$ cat src/fault_status_defs.svh
// Offsets, field positions, reset values and timing counts of the
// fault and warning status block.
// Assumes a 20 MHz clock and an 8-bit register address.
`ifndef FAULT_STATUS_DEFS_SVH
`define FAULT_STATUS_DEFS_SVH

// ----------------------------------------------------------------------
// Register offsets
// ----------------------------------------------------------------------
`define OFS_IGBT_TEMP     8'h4A
`define OFS_STATUS_WORD   8'h8F
`define OFS_DC_LINK       8'hEB
`define OFS_CONTROL       8'hF0
`define OFS_IRQ_STATUS    8'hF1
`define OFS_IRQ_MASK      8'hF2

// ----------------------------------------------------------------------
// Field positions
// ----------------------------------------------------------------------
`define BIT_READY         0
`define BIT_ERROR         1
`define BIT_STARTUP       2
`define BIT_WARN_BASE     16
`define BIT_CLEAR_CMD     0
`define IRQ_ERROR         0
`define IRQ_WARNING       1
`define IRQ_CLEARED       2
`define ERR_OVERVOLTAGE   8
`define WARN_RUN_SIGNAL   1
`define WARN_FE_INACTIVE  2
`define WARN_DETECT       0
`define WARN_SUPPLY_LOW   5
`define WARN_MOTOR_TEMP   6
`define WARN_UNIT_TEMP    7
`define WARN_OVERVOLTAGE  8
`define WARN_OVERCURRENT  9
`define WARN_OVERLOAD     12
`define WARN_BALLAST      15

// ----------------------------------------------------------------------
// Reset values
// ----------------------------------------------------------------------
`define RST_IRQ_MASK      3'h0
`define RST_WORD16        16'h0000

// ----------------------------------------------------------------------
// Scaling and thresholds
// ----------------------------------------------------------------------
`define SCALE_48V_Q8      17'h16238
`define SCALE_96V_Q8      17'h0B11C
`define SCALE_SHIFT       12
`define DC_SATURATE       16'h7FFF
`define DC_WARN_LIMIT     16'h639F
`define DC_ERROR_LIMIT    16'h778C
`define PCT_HOT_LIMIT     9'h057
`define PCT_PEAK_LIMIT    9'h0C8

// ----------------------------------------------------------------------
// Timing
// ----------------------------------------------------------------------
`define CLK_KHZ           20000
`define BLINK_MS          500
`define BLINK_CYCLES      (`BLINK_MS * `CLK_KHZ)

`endif

$ cat src/fault_status_pkg.sv
// Types of the fault and warning status block.
// Sets the drive-state codes itself; takes no constants from fault_status_defs.svh.
package fault_status_pkg;

    typedef enum logic [1:0] {
        ST_NORMAL  = 2'b00,
        ST_WARNING = 2'b01,
        ST_ERROR   = 2'b10
    } drive_state_t;

    typedef struct packed {
        drive_state_t state;
        logic [15:0]  error_latch;
        logic [15:0]  warn;
        logic [15:0]  dc_reading;
        logic [15:0]  igbt_temp;
        logic         startup_seen;
        logic         startup_fault;
        logic [23:0]  blink_cnt;
        logic         blink_phase;
        logic         fault_lamp;
        logic [3:0]   seg_digit;
        logic         seg_digit_en;
        logic         seg_status_en;
        logic         ready_flag;
        logic         ready_relay_contact;
        logic         ready_indicator;
        logic [2:0]   irq_status;
        logic [2:0]   irq_mask;
        logic         irq;
        logic [31:0]  rdata;
    } status_state_t;

endpackage : fault_status_pkg

$ cat src/fault_warning_status_logic.sv
// Fault lamp, error latch, warning flags, ready outputs and DC-link
// scaling of a servo controller, with a plain register port.
// Assumes synchronous inputs, one 20 MHz clock, error sources as pulses.
//
// The strobed register port was decided locally.
`timescale 1ns/1ps
`include "fault_status_defs.svh"

module fault_warning_status_logic #(
    parameter int unsigned BLINK_CYCLES = `BLINK_CYCLES,
    parameter bit          VARIANT_96V  = 1'b0
) (
    input  wire logic        clk,
    input  wire logic        reset_n,
    input  wire logic [7:0]  addr,
    input  wire logic [31:0] wdata,
    input  wire logic        wr,
    input  wire logic        rd,
    output logic      [31:0] rdata,
    input  wire logic [15:0] error_event,
    input  wire logic        clear_errors_input,
    input  wire logic        drive_release_input,
    input  wire logic        detect_inconsistent,
    input  wire logic        run_signal_warning,
    input  wire logic        fe_inactive,
    input  wire logic        supply_low,
    input  wire logic [8:0]  motor_temp_pct,
    input  wire logic [8:0]  unit_temp_pct,
    input  wire logic [8:0]  current_pct,
    input  wire logic [8:0]  thermal_overload_pct,
    input  wire logic [8:0]  ballast_pct,
    input  wire logic [15:0] link_voltage_q4,
    input  wire logic [15:0] igbt_temp_raw,
    output logic             fault_lamp,
    output logic      [3:0]  seg_digit,
    output logic             seg_digit_en,
    output logic             seg_status_en,
    output logic             ready_relay_contact,
    output logic             ready_indicator,
    output logic             irq
);

    // ------------------------------------------------------------------
    // Helpers
    // ------------------------------------------------------------------
    function automatic logic [3:0] lowest_set(input logic [15:0] v);
        logic [3:0] idx;
        idx = 4'h0;
        for (int i = 15; i >= 0; i--) begin
            if (v[i]) begin
                idx = 4'(i);
            end
        end
        return idx;
    endfunction : lowest_set

    function automatic logic [15:0] scale_link(input logic [15:0] v,
                                               input logic        hi);
        logic [32:0] prod;
        logic [20:0] cnt;
        prod = {17'h0, v} * {16'h0, (hi ? `SCALE_96V_Q8 : `SCALE_48V_Q8)};
        cnt  = prod[`SCALE_SHIFT +: 21];
        if (cnt > {5'h0, `DC_SATURATE}) begin
            return `DC_SATURATE;
        end
        return cnt[15:0];
    endfunction : scale_link

    localparam logic [23:0] BLINK_LAST = 24'(BLINK_CYCLES - 1);

    fault_status_pkg::status_state_t s_reg;
    fault_status_pkg::status_state_t s_next;

    logic        clear_req;
    logic [15:0] err_in;
    logic [15:0] warn_in;
    logic [2:0]  irq_ev;
    logic        is_error;
    logic        is_warning;

    // ------------------------------------------------------------------
    // Next state
    // ------------------------------------------------------------------
    always_comb begin
        s_next = s_reg;

        // Measurements
        s_next.dc_reading = scale_link(link_voltage_q4, VARIANT_96V);
        s_next.igbt_temp  = igbt_temp_raw;

        // Warning conditions, live each cycle
        warn_in = 16'h0000;
        warn_in[`WARN_DETECT]      = detect_inconsistent;
        warn_in[`WARN_RUN_SIGNAL]  = run_signal_warning;
        warn_in[`WARN_FE_INACTIVE] = fe_inactive;
        warn_in[`WARN_SUPPLY_LOW]  = supply_low;
        warn_in[`WARN_MOTOR_TEMP]  = motor_temp_pct > `PCT_HOT_LIMIT;
        warn_in[`WARN_UNIT_TEMP]   = unit_temp_pct > `PCT_HOT_LIMIT;
        warn_in[`WARN_OVERVOLTAGE] = s_next.dc_reading > `DC_WARN_LIMIT;
        warn_in[`WARN_OVERCURRENT] = current_pct > `PCT_PEAK_LIMIT;
        warn_in[`WARN_OVERLOAD]    = thermal_overload_pct > `PCT_HOT_LIMIT;
        warn_in[`WARN_BALLAST]     = ballast_pct > `PCT_HOT_LIMIT;
        s_next.warn = warn_in;

        // Error latch: set wins over clear, release plays no part
        err_in = error_event;
        err_in[`ERR_OVERVOLTAGE] = error_event[`ERR_OVERVOLTAGE]
                                   | (s_next.dc_reading > `DC_ERROR_LIMIT);
        clear_req = clear_errors_input
                    | (wr && addr == `OFS_CONTROL && wdata[`BIT_CLEAR_CMD]);
        s_next.error_latch = (s_reg.error_latch & ~{16{clear_req}}) | err_in;

        // Release already active at power-up
        s_next.startup_seen = 1'b1;
        if (!s_reg.startup_seen && drive_release_input) begin
            s_next.startup_fault = 1'b1;
        end else if (clear_req) begin
            s_next.startup_fault = 1'b0;
        end

        // Operating state
        if (s_next.error_latch != 16'h0000) begin
            s_next.state = fault_status_pkg::ST_ERROR;
        end else if (warn_in != 16'h0000) begin
            s_next.state = fault_status_pkg::ST_WARNING;
        end else begin
            s_next.state = fault_status_pkg::ST_NORMAL;
        end
        is_error   = s_next.state == fault_status_pkg::ST_ERROR;
        is_warning = s_next.state == fault_status_pkg::ST_WARNING;

        // Blink divider
        if (s_reg.blink_cnt >= BLINK_LAST) begin
            s_next.blink_cnt   = 24'h000000;
            s_next.blink_phase = ~s_reg.blink_phase;
        end else begin
            s_next.blink_cnt = s_reg.blink_cnt + 24'h000001;
        end

        // Lamp and display
        s_next.fault_lamp    = 1'b0;
        s_next.seg_digit     = 4'h0;
        s_next.seg_digit_en  = 1'b0;
        s_next.seg_status_en = 1'b1;
        if (is_error) begin
            s_next.fault_lamp    = 1'b1;
            s_next.seg_digit     = lowest_set(s_next.error_latch);
            s_next.seg_digit_en  = 1'b1;
            s_next.seg_status_en = 1'b0;
        end else if (s_next.startup_fault) begin
            s_next.fault_lamp = 1'b1;
        end else if (is_warning && s_next.blink_phase) begin
            s_next.fault_lamp    = 1'b1;
            s_next.seg_digit     = lowest_set(warn_in);
            s_next.seg_digit_en  = 1'b1;
            s_next.seg_status_en = 1'b0;
        end

        // Ready outputs
        s_next.ready_flag          = !is_error && !s_next.startup_fault;
        s_next.ready_relay_contact = s_next.ready_flag;
        s_next.ready_indicator     = s_next.ready_flag;

        // Interrupts
        irq_ev = 3'h0;
        irq_ev[`IRQ_ERROR]   = is_error && s_reg.state != fault_status_pkg::ST_ERROR;
        irq_ev[`IRQ_WARNING] = (warn_in & ~s_reg.warn) != 16'h0000;
        irq_ev[`IRQ_CLEARED] = s_reg.error_latch != 16'h0000
                               && s_next.error_latch == 16'h0000;
        s_next.irq_status = s_reg.irq_status;
        if (wr && addr == `OFS_IRQ_STATUS) begin
            s_next.irq_status = s_reg.irq_status & ~wdata[2:0];
        end
        s_next.irq_status = s_next.irq_status | irq_ev;
        if (wr && addr == `OFS_IRQ_MASK) begin
            s_next.irq_mask = wdata[2:0];
        end
        s_next.irq = (s_next.irq_status & s_next.irq_mask) != 3'h0;

        // Register reads
        s_next.rdata = 32'h00000000;
        if (rd) begin
            unique case (addr)
                `OFS_IGBT_TEMP:   s_next.rdata = {16'h0000, s_reg.igbt_temp};
                `OFS_DC_LINK:     s_next.rdata = {16'h0000, s_reg.dc_reading};
                `OFS_STATUS_WORD: begin
                    s_next.rdata[`BIT_WARN_BASE +: 16] = s_reg.warn;
                    s_next.rdata[`BIT_READY]   = s_reg.ready_flag;
                    s_next.rdata[`BIT_ERROR]   = s_reg.state == fault_status_pkg::ST_ERROR;
                    s_next.rdata[`BIT_STARTUP] = s_reg.startup_fault;
                end
                `OFS_IRQ_STATUS:  s_next.rdata = {29'h0, s_reg.irq_status};
                `OFS_IRQ_MASK:    s_next.rdata = {29'h0, s_reg.irq_mask};
                default:          s_next.rdata = 32'h00000000;
            endcase
        end
    end

    // ------------------------------------------------------------------
    // State register
    // ------------------------------------------------------------------
    always_ff @(posedge clk) begin
        if (!reset_n) begin
            s_reg                     <= '0;
            s_reg.state               <= fault_status_pkg::ST_NORMAL;
            s_reg.error_latch         <= `RST_WORD16;
            s_reg.irq_mask            <= `RST_IRQ_MASK;
        end else begin
            s_reg <= s_next;
        end
    end

    assign rdata               = s_reg.rdata;
    assign fault_lamp          = s_reg.fault_lamp;
    assign seg_digit           = s_reg.seg_digit;
    assign seg_digit_en        = s_reg.seg_digit_en;
    assign seg_status_en       = s_reg.seg_status_en;
    assign ready_relay_contact = s_reg.ready_relay_contact;
    assign ready_indicator     = s_reg.ready_indicator;
    assign irq                 = s_reg.irq;

    // ------------------------------------------------------------------
    // Checks
    // ------------------------------------------------------------------
    error_lamp_a: assert property (@(posedge clk) disable iff (!reset_n)
        |error_event |=> fault_lamp && seg_digit_en)
        else $error("error did not light lamp and digit");

    relay_open_a: assert property (@(posedge clk) disable iff (!reset_n)
        (s_reg.state == fault_status_pkg::ST_ERROR) |-> !ready_relay_contact)
        else $error("relay closed during error");

    ready_flag_a: assert property (@(posedge clk) disable iff (!reset_n)
        (rd && addr == `OFS_STATUS_WORD && s_reg.state == fault_status_pkg::ST_ERROR)
        |=> !rdata[`BIT_READY])
        else $error("ready flag read one during error");

    indicator_dark_a: assert property (@(posedge clk) disable iff (!reset_n)
        |error_event |=> !ready_indicator)
        else $error("ready indicator lit during error");

    latch_holds_a: assert property (@(posedge clk) disable iff (!reset_n)
        (s_reg.error_latch != 16'h0000 && !clear_req) |=> s_reg.error_latch != 16'h0000)
        else $error("error latch lost without clear");

    clear_works_a: assert property (@(posedge clk) disable iff (!reset_n)
        (clear_req && err_in == 16'h0000) |=> s_reg.error_latch == 16'h0000 ##1
        (s_reg.state != fault_status_pkg::ST_ERROR || $past(err_in) != 16'h0000))
        else $error("clear request did not clear errors");

    startup_blank_a: assert property (@(posedge clk) disable iff (!reset_n)
        (s_reg.startup_fault && s_reg.state != fault_status_pkg::ST_ERROR)
        |-> fault_lamp && !seg_digit_en)
        else $error("power-up release shows a number");

    warn_blink_a: assert property (@(posedge clk) disable iff (!reset_n)
        (s_reg.state == fault_status_pkg::ST_WARNING && !s_reg.startup_fault)
        |-> fault_lamp == seg_digit_en && seg_status_en == !seg_digit_en)
        else $error("warning lamp and display out of step");

    warn_bits_a: assert property (@(posedge clk) disable iff (!reset_n)
        (rd && addr == `OFS_STATUS_WORD) |=> rdata[31:16] == $past(s_reg.warn))
        else $error("warning bits misplaced in status word");

    motor_hot_a: assert property (@(posedge clk) disable iff (!reset_n)
        (motor_temp_pct > 9'h057) |=> s_reg.warn[6])
        else $error("motor temperature warning missing");

    dc_saturate_a: assert property (@(posedge clk) disable iff (!reset_n)
        s_reg.dc_reading <= 16'h7FFF)
        else $error("link reading above saturation");

    overvolt_err_a: assert property (@(posedge clk) disable iff (!reset_n)
        (s_reg.dc_reading > 16'h778C) |=> s_reg.error_latch[8])
        else $error("overvoltage error not latched");

    unused_zero_a: assert property (@(posedge clk) disable iff (!reset_n)
        s_reg.warn[4:3] == 2'b00 && s_reg.warn[11:10] == 2'b00
        && s_reg.warn[14:13] == 2'b00)
        else $error("unassigned warning bit set");

endmodule : fault_warning_status_logic

$ cat config.mk
export PLATFORM = sky130hd
export DESIGN_NAME = fault_warning_status_logic
export DESIGN_NICKNAME = d
export VERILOG_FILES = /design/src/fault_status_pkg.sv /design/src/fault_warning_status_logic.sv
export VERILOG_INCLUDE_DIRS = /design/src
export SDC_FILE = /design/constraint.sdc
export NUM_CORES = 1
export LEC_CHECK = 0
export CAP_MARGIN = 0
export CORE_MARGIN = 4
export CORE_UTILIZATION = 55
export CTS_BUF_LIST = sky130_fd_sc_hd__clkbuf_16
export CTS_CLUSTER_DIAMETER = 50
export DETAILED_ROUTE_END_ITERATION = 12
export DONT_BUFFER_PORTS = 1
export PLACE_DENSITY = 0.73
export SLEW_MARGIN = 20
export SYNTH_ARGS = -nofsm -noshare
export SYNTH_HDL_FRONTEND = slang
export SYNTH_SLANG_ARGS = --single-unit
$ cat constraint.sdc
create_clock -name clk -period 7.04 [get_ports clk]
set_input_delay 1.76 -clock clk [delete_from_list [all_inputs] [get_ports clk]]
set_output_delay 1.76 -clock clk [all_outputs]
set_load 0.01 [all_outputs]
Word-level counts from Yosys, hierarchy flattened
Index checks and enable logic that the tools add are counted.

word-level totals
  output and inout port bits = 42
  register bits = 140
  bits of input ports = 143

cells by class
  magnitude comparators = 9
  reduce and logical (&&, ||, !) cells = 22
  $add $sub $neg = 1
  muxes and demuxes = 46
  eq/ne operators = 10
  multiply operators = 1
  bitwise operators = 13

operator list
  kind                                                                     number
  4-bit two-way mux                                                        26
  76-bit two-way mux                                                       1
  16-bit two-way mux                                                       3
  16-bit nonzero test                                                      3
  8-bit equality test (second input constant)                              5
  9-bit by 7-bit > comparator with 1-bit output (second input constant)    4
  16-bit AND                                                               2
  16-bit by 15-bit > comparator with 1-bit output (second input constant)  2
  32-bit two-way mux                                                       1
  16-bit inverter                                                          2
  16-bit by 14-bit multiplier with 30-bit output (second input constant)   1
  13-bit one-hot mux with 2 select lines                                   1
  24-bit by 1-bit adder with 24-bit output (second input constant)         1
  24-bit greater-or-equal comparator (second input constant)               1
  24-bit two-way mux                                                       1
  21-bit by 15-bit > comparator with 1-bit output (second input constant)  1
  16-bit zero test                                                         1
  16-bit bitwise OR                                                        1
  3-bit one-hot mux with 5 select lines                                    1
  7-bit two-way mux                                                        2
  10-bit nonzero test                                                      1
  9-bit by 8-bit > comparator with 1-bit output (second input constant)    1
  1-bit logical AND                                                        9
  8-bit by 7-bit equality test with 1-bit output (second input constant)   1
  other kinds (17)                                                         30

Logic depth before layout (Yosys ltp)
Gate-level depths: netlist of the first run.

  depth after elaboration = 25
  gate-level depth with buffers = 25
  gate-level depth less buffers = 23

Worst setup path before layout of the first run
No wires, ideal clock.

  path kind = input -> register
  from = in link_voltage_q4[2]
  to = reg s_reg (netlist bit seg_digit[0])
  setup slack = -0.524 ns
  cell stages on the path = 23
  buffers on the path = 2
  setup time = 0.115 ns
  arrival = 7.449 ns
  path through = ha_1 -> fa_1 -> fa_1 -> inv_1 -> fa_1 -> inv_1 -> fa_1 -> inv_1 -> fa_1 -> inv_1 -> ha_1 -> buf_2 -> a21o_1 -> a2111oi_0 -> a2111oi_0 -> o311ai_1 -> o21ai_1 -> a2111oi_2 -> nor4b_2 -> or4_1 -> buf_2 -> and4_1 -> a31o_1

between the ends
  longest elaborated chain between the ends = 17

RTL lines
  what                                                       RTL line                           RTL
  start, declared                                            fault_warning_status_logic.sv:32   input wire logic [15:0] link_voltage_q4,
  16-bit by 14-bit multiplier with 30-bit output (*)         fault_warning_status_logic.sv:61   prod = {17'h0, v} * {16'h0, (hi ? `SCALE_96V_Q8 : `SCALE_48V_Q8)};
  21-bit by 15-bit > comparator with 1-bit output            fault_warning_status_logic.sv:63   if (cnt > {5'h0, `DC_SATURATE}) begin
  1-bit two-way mux                                          fault_warning_status_logic.sv:63
  16-bit two-way mux (*)                                     fault_warning_status_logic.sv:66   return cnt[15:0];
  16-bit by 15-bit > comparator with 1-bit output (no line)  --
  1-bit bitwise OR                                           fault_warning_status_logic.sv:107  err_in[`ERR_OVERVOLTAGE] = error_event[`ERR_OVERVOLTAGE]
  16-bit bitwise OR                                          fault_warning_status_logic.sv:111  s_next.error_latch = (s_reg.error_latch & ~{16{clear_req}}) | err_in;
  4-bit two-way mux (9 in series)                            fault_warning_status_logic.sv:50   if (v[i]) begin
  7-bit two-way mux (*)                                      fault_warning_status_logic.sv:145  if (is_error) begin
  end signal, assigned                                       fault_warning_status_logic.sv:209  s_reg <= s_next;
  end, declared                                              fault_warning_status_logic.sv:71   fault_status_pkg::status_state_t s_reg;

Every way passes the cells marked *; elsewhere a longest branch is shown, timed or not.
A chain may end at the register's enable or synchronous reset.

Worst setup path after layout of the first run
  from = in link_voltage_q4[4]
  to = reg s_reg (netlist bit seg_digit[1])

Same word-level chain as after synthesis.

==> results.toml, run 1 <==
[global_routing]
grt_util_all_layers = 0.218
largest_net_degree_at_the_start_of_global_routing = 34
first_pass_grt_wire_length_um = 35200
vias_in_the_first_global_route = 7356
initial_antenna_violation_count = 0
grt-ovfl-total = 0

[routing]
vias_per_cell = 5.50
wl_per_cell_um = 15.8
drtIter0Drc = 366
ant_nets = 0
finalWirelength_um = 21500
drc_violation_count_after_routing = 0
route.vias.total = 7474
number_of_detailed_route_iterations_in_the_first_pass = 5

[setup_path]
crit_type = "primary input to flop"
worst_path_most_repeated_cell = "fa_1"
critical_path.max_stage_delay_ns = 0.52
path_cells = "ha_1 -> fa_1 -> fa_1 -> inv_1 -> fa_1 -> inv_1 -> fa_1 -> ha_1 -> ha_1 -> a21oi_2 -> o21ai_0 -> a21oi_2 -> o41ai_4 -> xor2_2 -> a2111oi_4 -> nor4b_4 -> buf_4 -> or4_4 -> o2111a_1 -> a31o_2"
timing.critical_path.slowest_stage_cell = "fa_1"
required_time_worst_endpoint_ns = 7.35
crit_path_start_kind = "primary input"
endpoint_arrival_time_on_the_critical_path_ns = 7.29
crit_path_end_kind = "flop"
path_max_fanout = 7
reg2reg_setup_slack_ns = 4.03

[logic_synthesis]
netlist-cell-type-count = 70
post_synth.cell_area_avg_um2 = 8.70
synth_enable_flop_cells = 0
synthesis.area_um2 = 9480
seq_area_frac_synth = 0.270
postSynthCellCount = 1090
yosys_register_bits = 128
async_reset_ff_frac = 0
yosys_warnings = 0
most_used_flip_flop_cell_after_synthesis = "dfxtp_1"

[floorplan]
initial_utilization = 0.566
dieWidth_um = 139
num_rows = 47
core_area_um2 = 16800
fp.dieH_um = 139
ios = 185
die_area_um2 = 19400

[run]
drv.max_cap_violation_count = 0

[cells_and_area]
antenna_cells = 0
area_delta_synth_final_pct = 16.1
fill_cells = 1319
instances_no_fill = 1360
total_number_of_nets_in_the_final_design = 1450
largest_register_ff_count = 93
final_layout_size_suffix_gt1_frac = 0.151

[clock_network]
tritoncts_clock_tree = "done"
clock_insertion_delay_worst_skew_ns = 0.42
clkSinkCount = 128
ctsRootBufferMaster = "clkbuf_16"
cts_htree_levels = 4
path_clk_slew_ns = 0.06
cts_buffers = 17
cts-root-to-sink-buffers = 2

[pwr]
fin_total_pwr_w = 0.00550
ir_drop_uv = 413
p_per_area_nw_per_um2 = 500
cellLeakagePower_nw = 5.03

[status]
status = "finished, final reports clean"

[timing]
setup-violations-final = 0
layout_min_cycle_time_ns = 6.98
worst_slack_ns = 0.0556
layout_worst_path_cycle_share = 0.992
timing.final.max_slew_violations = 0
hold_viol_final = 0
max-slew-margin-rel = 0.318
hold_slack_ns = 0.446
worst_clock_skew_ns = 0.00638
max_slew.worst_pin.slew_ns = 1.02
grt_setup_unrepaired = "yes"
fmax_ghz = 0.143

[min_path]
timing.hold.worst.class = "flop to flop"

[placement]
dp_cells = 1325
dp_worst_setup_slack_ns = -0.527
routabilityCongestion = 0.844
placement.io_buffers = 0
hpwlAfterDp_um = 16800
critical path: cells and delay by family:
| kind | cells | cell delay [ns] |
|---|---|---|
| adders and majority gates | 7 | 2.92 |
| AOI/OAI and AO/OA | 7 | 1.52 |
| and+or+nand+nor | 2 | 0.55 |
| buffers and inverters | 3 | 0.27 |
| xor gates and xnor gates | 1 | 0.23 |
power breakdown:
part,internal (W),switching [W]
clock,0.000525,0.000336
sequential,0.000764,0.0000186
combinational,0.00190,0.00196
total,0.00319,0.00232
synthesized netlist by cell type (all sizes together) (6+ instances only):
cell type  count  area [um^2]
o21a           8         60.1
clkbuf        19         72.6
mux2i          6         60.1
ha           126         1580
o21bai         7         52.6
nor4          11         68.8
nor2         138          518
buf           46          322
nand4         13         81.3
and2          37          231
xor2          23          201
nand2         61          229
xnor2         16          140
a21o          13         97.6
nand3         18         90.1
o21ai         33          165
a211oi        13          103
inv          140          526
nor3          14         70.1
a31oi         13         81.3
a21oi         42          210
a22oi         18          135
nor2b          7         43.8
fa            53         1060
dfxtp        128         2560
cell families after synthesis:
group	synth area share
muxes	0.00752
AOI/OAI and AO/OA	0.144
other	0.000395
xor gates and xnor gates	0.0360
DFF	0.270
and+or+nand+nor	0.166
adders and majority gates	0.278
buffers and inverters	0.0970
path summary, 6_finish.rpt:
check | startpoint | endpoint | depth (start not counted)
max | link_voltage_q4[4] | seg_digit[1] | 20
min | s_reg[123] | rdata[31] | 1
max reg2reg | s_reg[50] | seg_digit[3] | 11
min reg2reg | s_reg[123] | rdata[31] | 1
layout by cell type (no fill, tap or decap), types with 9 or more instances in the layout:
cell	instances
nand3_1	17
nor3_1	11
a21oi_1	33
buf_4	74
a21o_1	13
a22oi_1	18
inv_1	139
nand2_1	60
dfxtp_1	128
a211oi_1	10
xnor2_1	16
nor2_1	138
ha_1	119
nor4_1	9
nand4_1	13
a31oi_1	11
o21ai_0	26
fa_1	53
xor2_1	21
clkbuf_16	17
and2_1	37
metrics by stage:
step                      setup TNS [ns]  area [um^2]  utilization
after floorplan                   -0.343         9580            -
after global placement             -4.85        10000        0.597
after detailed placement           -6.27        10000        0.597
after CTS                              0        10700        0.637
after global routing              -0.703        11000        0.657
final                                  0        11000        0.657
metal layers:
metal  share of wire  global-route usage
met1            0.45               0.291
met3           0.064              0.0515
met5               0                   0
met4           0.019              0.0649
met2            0.46               0.352
cell type report:
cell class	count	area (um^2)	area share
tap	220	275	0.0250
sequential	128	2560	0.233
timing repair buffer	78	604	0.0549
inverter	140	526	0.0477
multi-input combinational	763	6450	0.586
clock buffer	17	425	0.0387
clock inverter	14	159	0.0144
what timing repair did:
item                       4_1_cts  5_1_grt
cloned                           0        0
gates resized for setup         12       59
pin swaps                        2       32
buffers inserted                 2        3
setup endpoints to repair        8       15
hold buffers                     0        0
Note: power is estimated with default switching activity, not from simulation.
==> run 2: changes to the inputs <==
--- a/config.mk
+++ b/config.mk
@@ -6,6 +6,7 @@
 export SDC_FILE = /design/constraint.sdc
 export NUM_CORES = 1
 export LEC_CHECK = 0
+export ABC_AREA = 1
 export CAP_MARGIN = 0
 export CORE_MARGIN = 4
 export CORE_UTILIZATION = 55
==> run 2 against run 1 <==
Combinational power is 13% lower. Critical path depth increased by 9. Final area is 5.4% higher. Sequential power fell by 1%. Largest power group unchanged.
==> results.toml, run 2 <==
[status]
status = "finished, final reports clean"

[placement]
hpwlAfterDp_um = 17700
routabilityCongestion = 0.892
dp_cells = 1689
dp_worst_setup_slack_ns = -0.458
placement.io_buffers = 0
placedInstanceArea_um2 = 10700

[routing]
wl_per_cell_um = 12.7
drc_violation_count_after_routing = 0
drtIter0Drc = 314
route.vias.total = 8486
ant_nets = 0
highest-signal-layer = "met4"
vias_per_cell = 4.91
metal1_wirelength_um = 10100
met2RoutedLength_um = 10500
number_of_detailed_route_iterations_in_the_first_pass = 5
finalWirelength_um = 22000
wl_met3_um = 1080

[global_routing]
grt_util_all_layers = 0.210
vias_in_the_first_global_route = 7943
initial_antenna_violation_count = 0
grt-ovfl-total = 0
largest_net_degree_at_the_start_of_global_routing = 46
first_pass_grt_wire_length_um = 35900

[cells_and_area]
area_delta_synth_final_pct = 12.8
antenna_cells = 0
layout.cell_area.non_filler_um2 = 11600
largest_register_ff_count = 93
total_number_of_nets_in_the_final_design = 1810
layout.cells.most_common_list = "360 x inv_1, 287 x nand2_1, 128 x dfxtp_1"
instances_no_fill = 1730
mostFrequentLayoutCell = "inv_1"
final_layout_size_suffix_gt1_frac = 0.121
fill_cells = 1520

[timing]
layout_worst_path_cycle_share = 0.996
max-slew-margin-rel = 0.544
setup-violations-final = 0
timing.final.max_slew_violations = 0
hold_viol_final = 0
grt_setup_unrepaired = "yes"
max_slew.worst_pin.slew_ns = 0.678
hold_slack_ns = 0.431
worst_slack_ns = 0.0278
layout_min_cycle_time_ns = 7.01
worst_clock_skew_ns = 0.0125
fmax_ghz = 0.143

[setup_path]
crit_path_end_kind = "flop"
required_time_worst_endpoint_ns = 7.39
critical_path.max_stage_delay_ns = 0.55
timing.critical_path.slowest_stage_cell = "fa_1"
path_max_fanout = 6
crit_type = "primary input to flop"
cp-startpoint = "link_voltage_q4[2]"
endpoint_arrival_time_on_the_critical_path_ns = 7.36
crit_path_start_kind = "primary input"
worstReg2RegStart = "s_reg[50]"
worst_path_most_repeated_cell = "fa_1"

[floorplan]
fp.dieH_um = 145
die_area_um2 = 20900
dieWidth_um = 145
ios = 185
num_rows = 49
core_area_um2 = 18100
initial_utilization = 0.567

[pwr]
cellLeakagePower_nw = 6.36
ir_drop_uv = 305
p_per_area_nw_per_um2 = 430
fin_total_pwr_w = 0.00499

[clock_network]
clkSinkCount = 128
cts_hold_buf = 0
clock_insertion_delay_worst_skew_ns = 0.42
tritoncts_clock_tree = "done"
cts_htree_levels = 4
path_clk_slew_ns = 0.06
cts-root-to-sink-buffers = 2
cts_buffers = 17
ctsRootBufferMaster = "clkbuf_16"

[logic_synthesis]
netlist_top_cells_area = "dfxtp_1 25%, ha_1 15%, inv_1 13%"
most_used_flip_flop_cell_after_synthesis = "dfxtp_1"
netlist-cell-type-count = 49
synthesis.area_um2 = 10300
async_reset_ff_frac = 0
post_synth.cell_area_avg_um2 = 7.11
seq_area_frac_synth = 0.249
synth_top_area_share = 0.249
cell_types_with_the_highest_counts_after_synthesis = "365 x inv_1, 308 x nand2_1, 134 x nor2_1"
synth_enable_flop_cells = 0
postSynthCellCount = 1447
yosys_register_bits = 128
yosys_warnings = 0
synth_area_leader_cell = "dfxtp_1"
synth_most_common_cell = "inv_1"

[min_path]
timing.hold.worst.class = "flop to flop"
worst_hold_startpoint = "s_reg[117]"

[run]
drv.max_cap_violation_count = 0
[run 2: cell types whose count changed in the layout (fill, tap and decap cells not counted), sizes merged, moves of 13 or more]
| cell | before | now |
|---|---|---|
| a22oi | 18 | 0 |
| a21oi | 42 | 55 |
| a211oi | 13 | 0 |
| nand2 | 61 | 314 |
| inv | 145 | 382 |
| and2 | 37 | 1 |
| nand3 | 18 | 45 |
[run 2: per-layer routing]
metal / vias up / GRT usage
met3: 32 / 0.0391
met2: 182 / 0.354
met5: - / 0
met1: 3837 / 0.278
li1: 4435 / -
met4: 0 / 0.0560
[run 2: report_power, final]
group / switching, W / total (W) / internal, W
Clock: 0.000351 / 0.000848 / 0.000497
Sequential: 0.0000112 / 0.000771 / 0.000760
Combinational: 0.00188 / 0.00337 / 0.00149
Total: 0.00224 / 0.00499 / 0.00275
[run 2: final timing paths]
kind / end / slack (ns) / cells past startpoint
min reg2reg: rdata[25] / 0.43 / 2
min: rdata[25] / 0.43 / 2
max: seg_digit[3] / 0.03 / 29
max reg2reg: s_reg[69] / 4.10 / 16
[run 2: metrics by stage]
step / setup TNS [ns] / util
2_1_floorplan: 0 / -
3_3_place_gp: -2.56 / 0.592
3_5_place_dp: -3.94 / 0.592
4_1_cts: 0 / 0.625
5_1_grt: -1.54 / 0.639
6_report: 0 / 0.639
[run 2: area by class of cell]
class	instances	area, um^2	area share
inverters	373	1400	0.121
repair buffers	66	507	0.0437
clock buffers	17	425	0.0367
clock inverters	15	150	0.0129
well taps	229	287	0.0247
multi-input cells	902	6270	0.540
flip-flops and latches	128	2560	0.221
[run 2: cell families after synthesis]
logic type,Yosys count,share of synthesized area
XOR/XNOR,19,0.0162
AND/OR/NAND/NOR,570,0.239
flip-flops,128,0.249
AO/OA/AOI/OAI,125,0.0688
buffers and inverters,425,0.170
adder cells (fa/ha/maj),179,0.257
other,1,0.000365
[run 2: critical path: cells and delay by family]
family	cells	cell delay, ns
AO/OA/AOI/OAI	3	0.60
adder cells (fa/ha/maj)	7	3.00
buffers and inverters	7	0.55
AND/OR/NAND/NOR	12	1.46
[run 2: timing repair]
action	4_1_cts	5_1_grt
pin swaps	2	23
gates resized for setup	3	52
setup buffers	0	7
endpoints found under the setup margin	1	13
gates cloned	1	1
==> run 3: changes to the inputs <==
--- a/config.mk
+++ b/config.mk
@@ -6,15 +6,16 @@
 export SDC_FILE = /design/constraint.sdc
 export NUM_CORES = 1
 export LEC_CHECK = 0
-export ABC_AREA = 1
 export CAP_MARGIN = 0
+export CELL_PAD_IN_SITES_DETAIL_PLACEMENT = 1
+export CELL_PAD_IN_SITES_GLOBAL_PLACEMENT = 2
 export CORE_MARGIN = 4
-export CORE_UTILIZATION = 55
+export CORE_UTILIZATION = 35
 export CTS_BUF_LIST = sky130_fd_sc_hd__clkbuf_16
 export CTS_CLUSTER_DIAMETER = 50
 export DETAILED_ROUTE_END_ITERATION = 12
 export DONT_BUFFER_PORTS = 1
-export PLACE_DENSITY = 0.73
+export PLACE_DENSITY_LB_ADDON = 0.1
 export SLEW_MARGIN = 20
 export SYNTH_ARGS = -nofsm -noshare
 export SYNTH_HDL_FRONTEND = slang
==> constraint.sdc (replaced) <==
create_clock -name clk -period 7.04 [get_ports clk]
set_input_delay 1.76 -clock clk [delete_from_list [all_inputs] [get_ports clk]]
set_output_delay 1.76 -clock clk [all_outputs]
set_load 0.05 [all_outputs]
==> run 3 against run 2 <==
Wire length increased by 14%. Count of clock-buffer cells in the layout did not move. Highest routed layer unchanged. Via count fell by 11%. Utilization decreased by 21 points. First-iteration DRC count shrank 17%. Worst hold slack better by 0.021 ns.
==> results.toml, run 3 (synthesis results as in run 1) <==
[floorplan]
die_area_um2 = 29800
core_area_um2 = 26400
dieWidth_um = 173
ios = 185
num_rows = 59
fp.dieH_um = 173
initial_utilization = 0.360

[timing]
layout_min_cycle_time_ns = 6.93
max-slew-margin-rel = 0.318
layout_worst_path_cycle_share = 0.985
max_slew.worst_pin.slew_ns = 1.02
hold_viol_final = 0
worst_clock_skew_ns = 0.0112
grt_setup_unrepaired = "yes"
setup-violations-final = 0
fmax_ghz = 0.144
timing.final.max_slew_violations = 0

[clock_network]
cts_htree_levels = 4
clkSinkCount = 128
cts_hold_buf = 0
cts-root-to-sink-buffers = 2
cts_buffers = 17
tritoncts_clock_tree = "done"
ctsRootBufferMaster = "clkbuf_16"
path_clk_slew_ns = 0.07
clock_insertion_delay_worst_skew_ns = 0.42

[run]
drv.max_cap_violation_count = 0

[placement]
dp_cells = 1463
hpwlAfterDp_um = 20600
routabilityCongestion = 0.797
placement.io_buffers = 0

[cells_and_area]
antenna_cells = 0
layout.cells.most_common_list = "139 x inv_1, 137 x nor2_1, 128 x dfxtp_1"
utilization = 0.429
seqCellArea_um2 = 2560
instances_no_fill = 1498
total_number_of_nets_in_the_final_design = 1472
mostFrequentLayoutCell = "inv_1"
multi_input_gate_area_um2 = 6430
final_layout_size_suffix_gt1_frac = 0.167
largest_register_ff_count = 93
fill_cells = 3057
area_delta_synth_final_pct = 19.3

[setup_path]
crit_path_start_kind = "primary input"
endpoint_arrival_time_on_the_critical_path_ns = 7.23
required_time_worst_endpoint_ns = 7.34
crit_type = "primary input to flop"
path_max_fanout = 7
crit_path_end_kind = "flop"

[global_routing]
grt_util_all_layers = 0.166
first_pass_grt_wire_length_um = 41100
vias_in_the_first_global_route = 7851
grt-ovfl-total = 0
initial_antenna_violation_count = 0
largest_net_degree_at_the_start_of_global_routing = 38

[pwr]
power.switching_fraction = 0.430
seq_power_share = 0.137
internal_power_w = 0.00327
ir_drop_uv = 312
p_per_area_nw_per_um2 = 506
cellLeakagePower_nw = 5.16
power_switching_w = 0.00246
power.share.combinational = 0.709
power.share.clock = 0.153

[routing]
finalWirelength_um = 25100
wl_per_cell_um = 16.7
drtIter0Drc = 260
vias_per_cell = 5.03
ant_nets = 0
number_of_detailed_route_iterations_in_the_first_pass = 4
route.vias.total = 7528
drc_violation_count_after_routing = 0

[status]
status = "finished, final reports clean"

[min_path]
timing.hold.worst.class = "flop to flop"
run 3: cell count changes in the layout (fill, tap and decap cells not counted), sizes merged, moves of 11 or more:
cell / delta
a211oi: +13
o21ai: -11
and2: +36
xnor2: +11
nand3: -27
a21oi: -13
nand2: -253
inv: -235
a22oi: +18
buf: +34
run 3: area by class of cell:
| type | count | area share |
|---|---|---|
| clock inverter | 15 | 0.0150 |
| sequential | 128 | 0.226 |
| multi-input combinational | 763 | 0.568 |
| tap | 335 | 0.0370 |
| inverter | 140 | 0.0464 |
| clock buffer | 17 | 0.0376 |
| timing repair buffer | 100 | 0.0692 |
run 3: power by group through the flow:
| stage | registers, W | logic [W] | clock network (W) |
|---|---|---|---|
| after floorplan | 0.000792 | 0.00188 | 0 |
| after global placement | 0.000803 | 0.00341 | 0 |
| after detailed placement | 0.000803 | 0.00343 | 0 |
| after CTS | 0.000787 | 0.00365 | 0.000907 |
| after global routing | 0.000790 | 0.00451 | 0.000937 |
| final | 0.000787 | 0.00407 | 0.000879 |
run 3: timing repair:
action                                  in CTS  in global routing
endpoints found under the setup margin      13                 15
buffers inserted                             1                  3
resized for setup                           21                 41
pin swaps                                    6                 15
run 3: stage by stage:
| stage | worst slack [ns] | total power, W | hold slack (ns) | setup TNS [ns] | instance area [um^2] |
|---|---|---|---|---|---|
| after floorplan | -0.154 | 0.00267 | 0.424 | -0.343 | 9580 |
| after global placement | -0.667 | 0.00422 | 0.442 | -8.35 | 10400 |
| after detailed placement | -0.764 | 0.00424 | 0.446 | -10.19 | 10400 |
| after CTS | -0.000496 | 0.00534 | 0.455 | -0.000496 | 11100 |
| after global routing | -0.104 | 0.00624 | 0.479 | -0.611 | 11300 |
| final | 0.109 | 0.00573 | 0.452 | 0 | 11300 |
run 3: per-layer routing:
metal  vias up  GRT usage  share of wire
met5         -          0              0
met4         0     0.0313         0.0079
met3        16     0.0279          0.028
met2       101      0.266           0.46
met1      3626      0.240           0.51
li1       3785          -              -
run 3: worst max-delay path, cell delays in order:
cell       delay (ns)
ha_1             0.30
fa_1             0.51
fa_1             0.51
inv_1            0.05
fa_1             0.53
inv_1            0.06
fa_1             0.59
ha_4             0.23
ha_4             0.27
buf_4            0.13
nand2_1          0.08
nor3_4           0.22
o2111ai_2        0.18
buf_4            0.17
or3_1            0.36
o211a_1          0.14
nand2_2          0.11
nor4b_4          0.08
or4_4            0.56
buf_6            0.16
o31a_1           0.22
run 3: final timing paths:
| check | from | to | slack (ns) | depth (start not counted) |
|---|---|---|---|---|
| worst max-delay path | link_voltage_q4[3] | fault_lamp | 0.11 | 21 |
| worst min-delay path | s_reg[123] | rdata[31] | 0.45 | 1 |
| worst max register to register | s_reg[50] | seg_digit[3] | 4.09 | 11 |
| worst min register to register | s_reg[123] | rdata[31] | 0.45 | 1 |
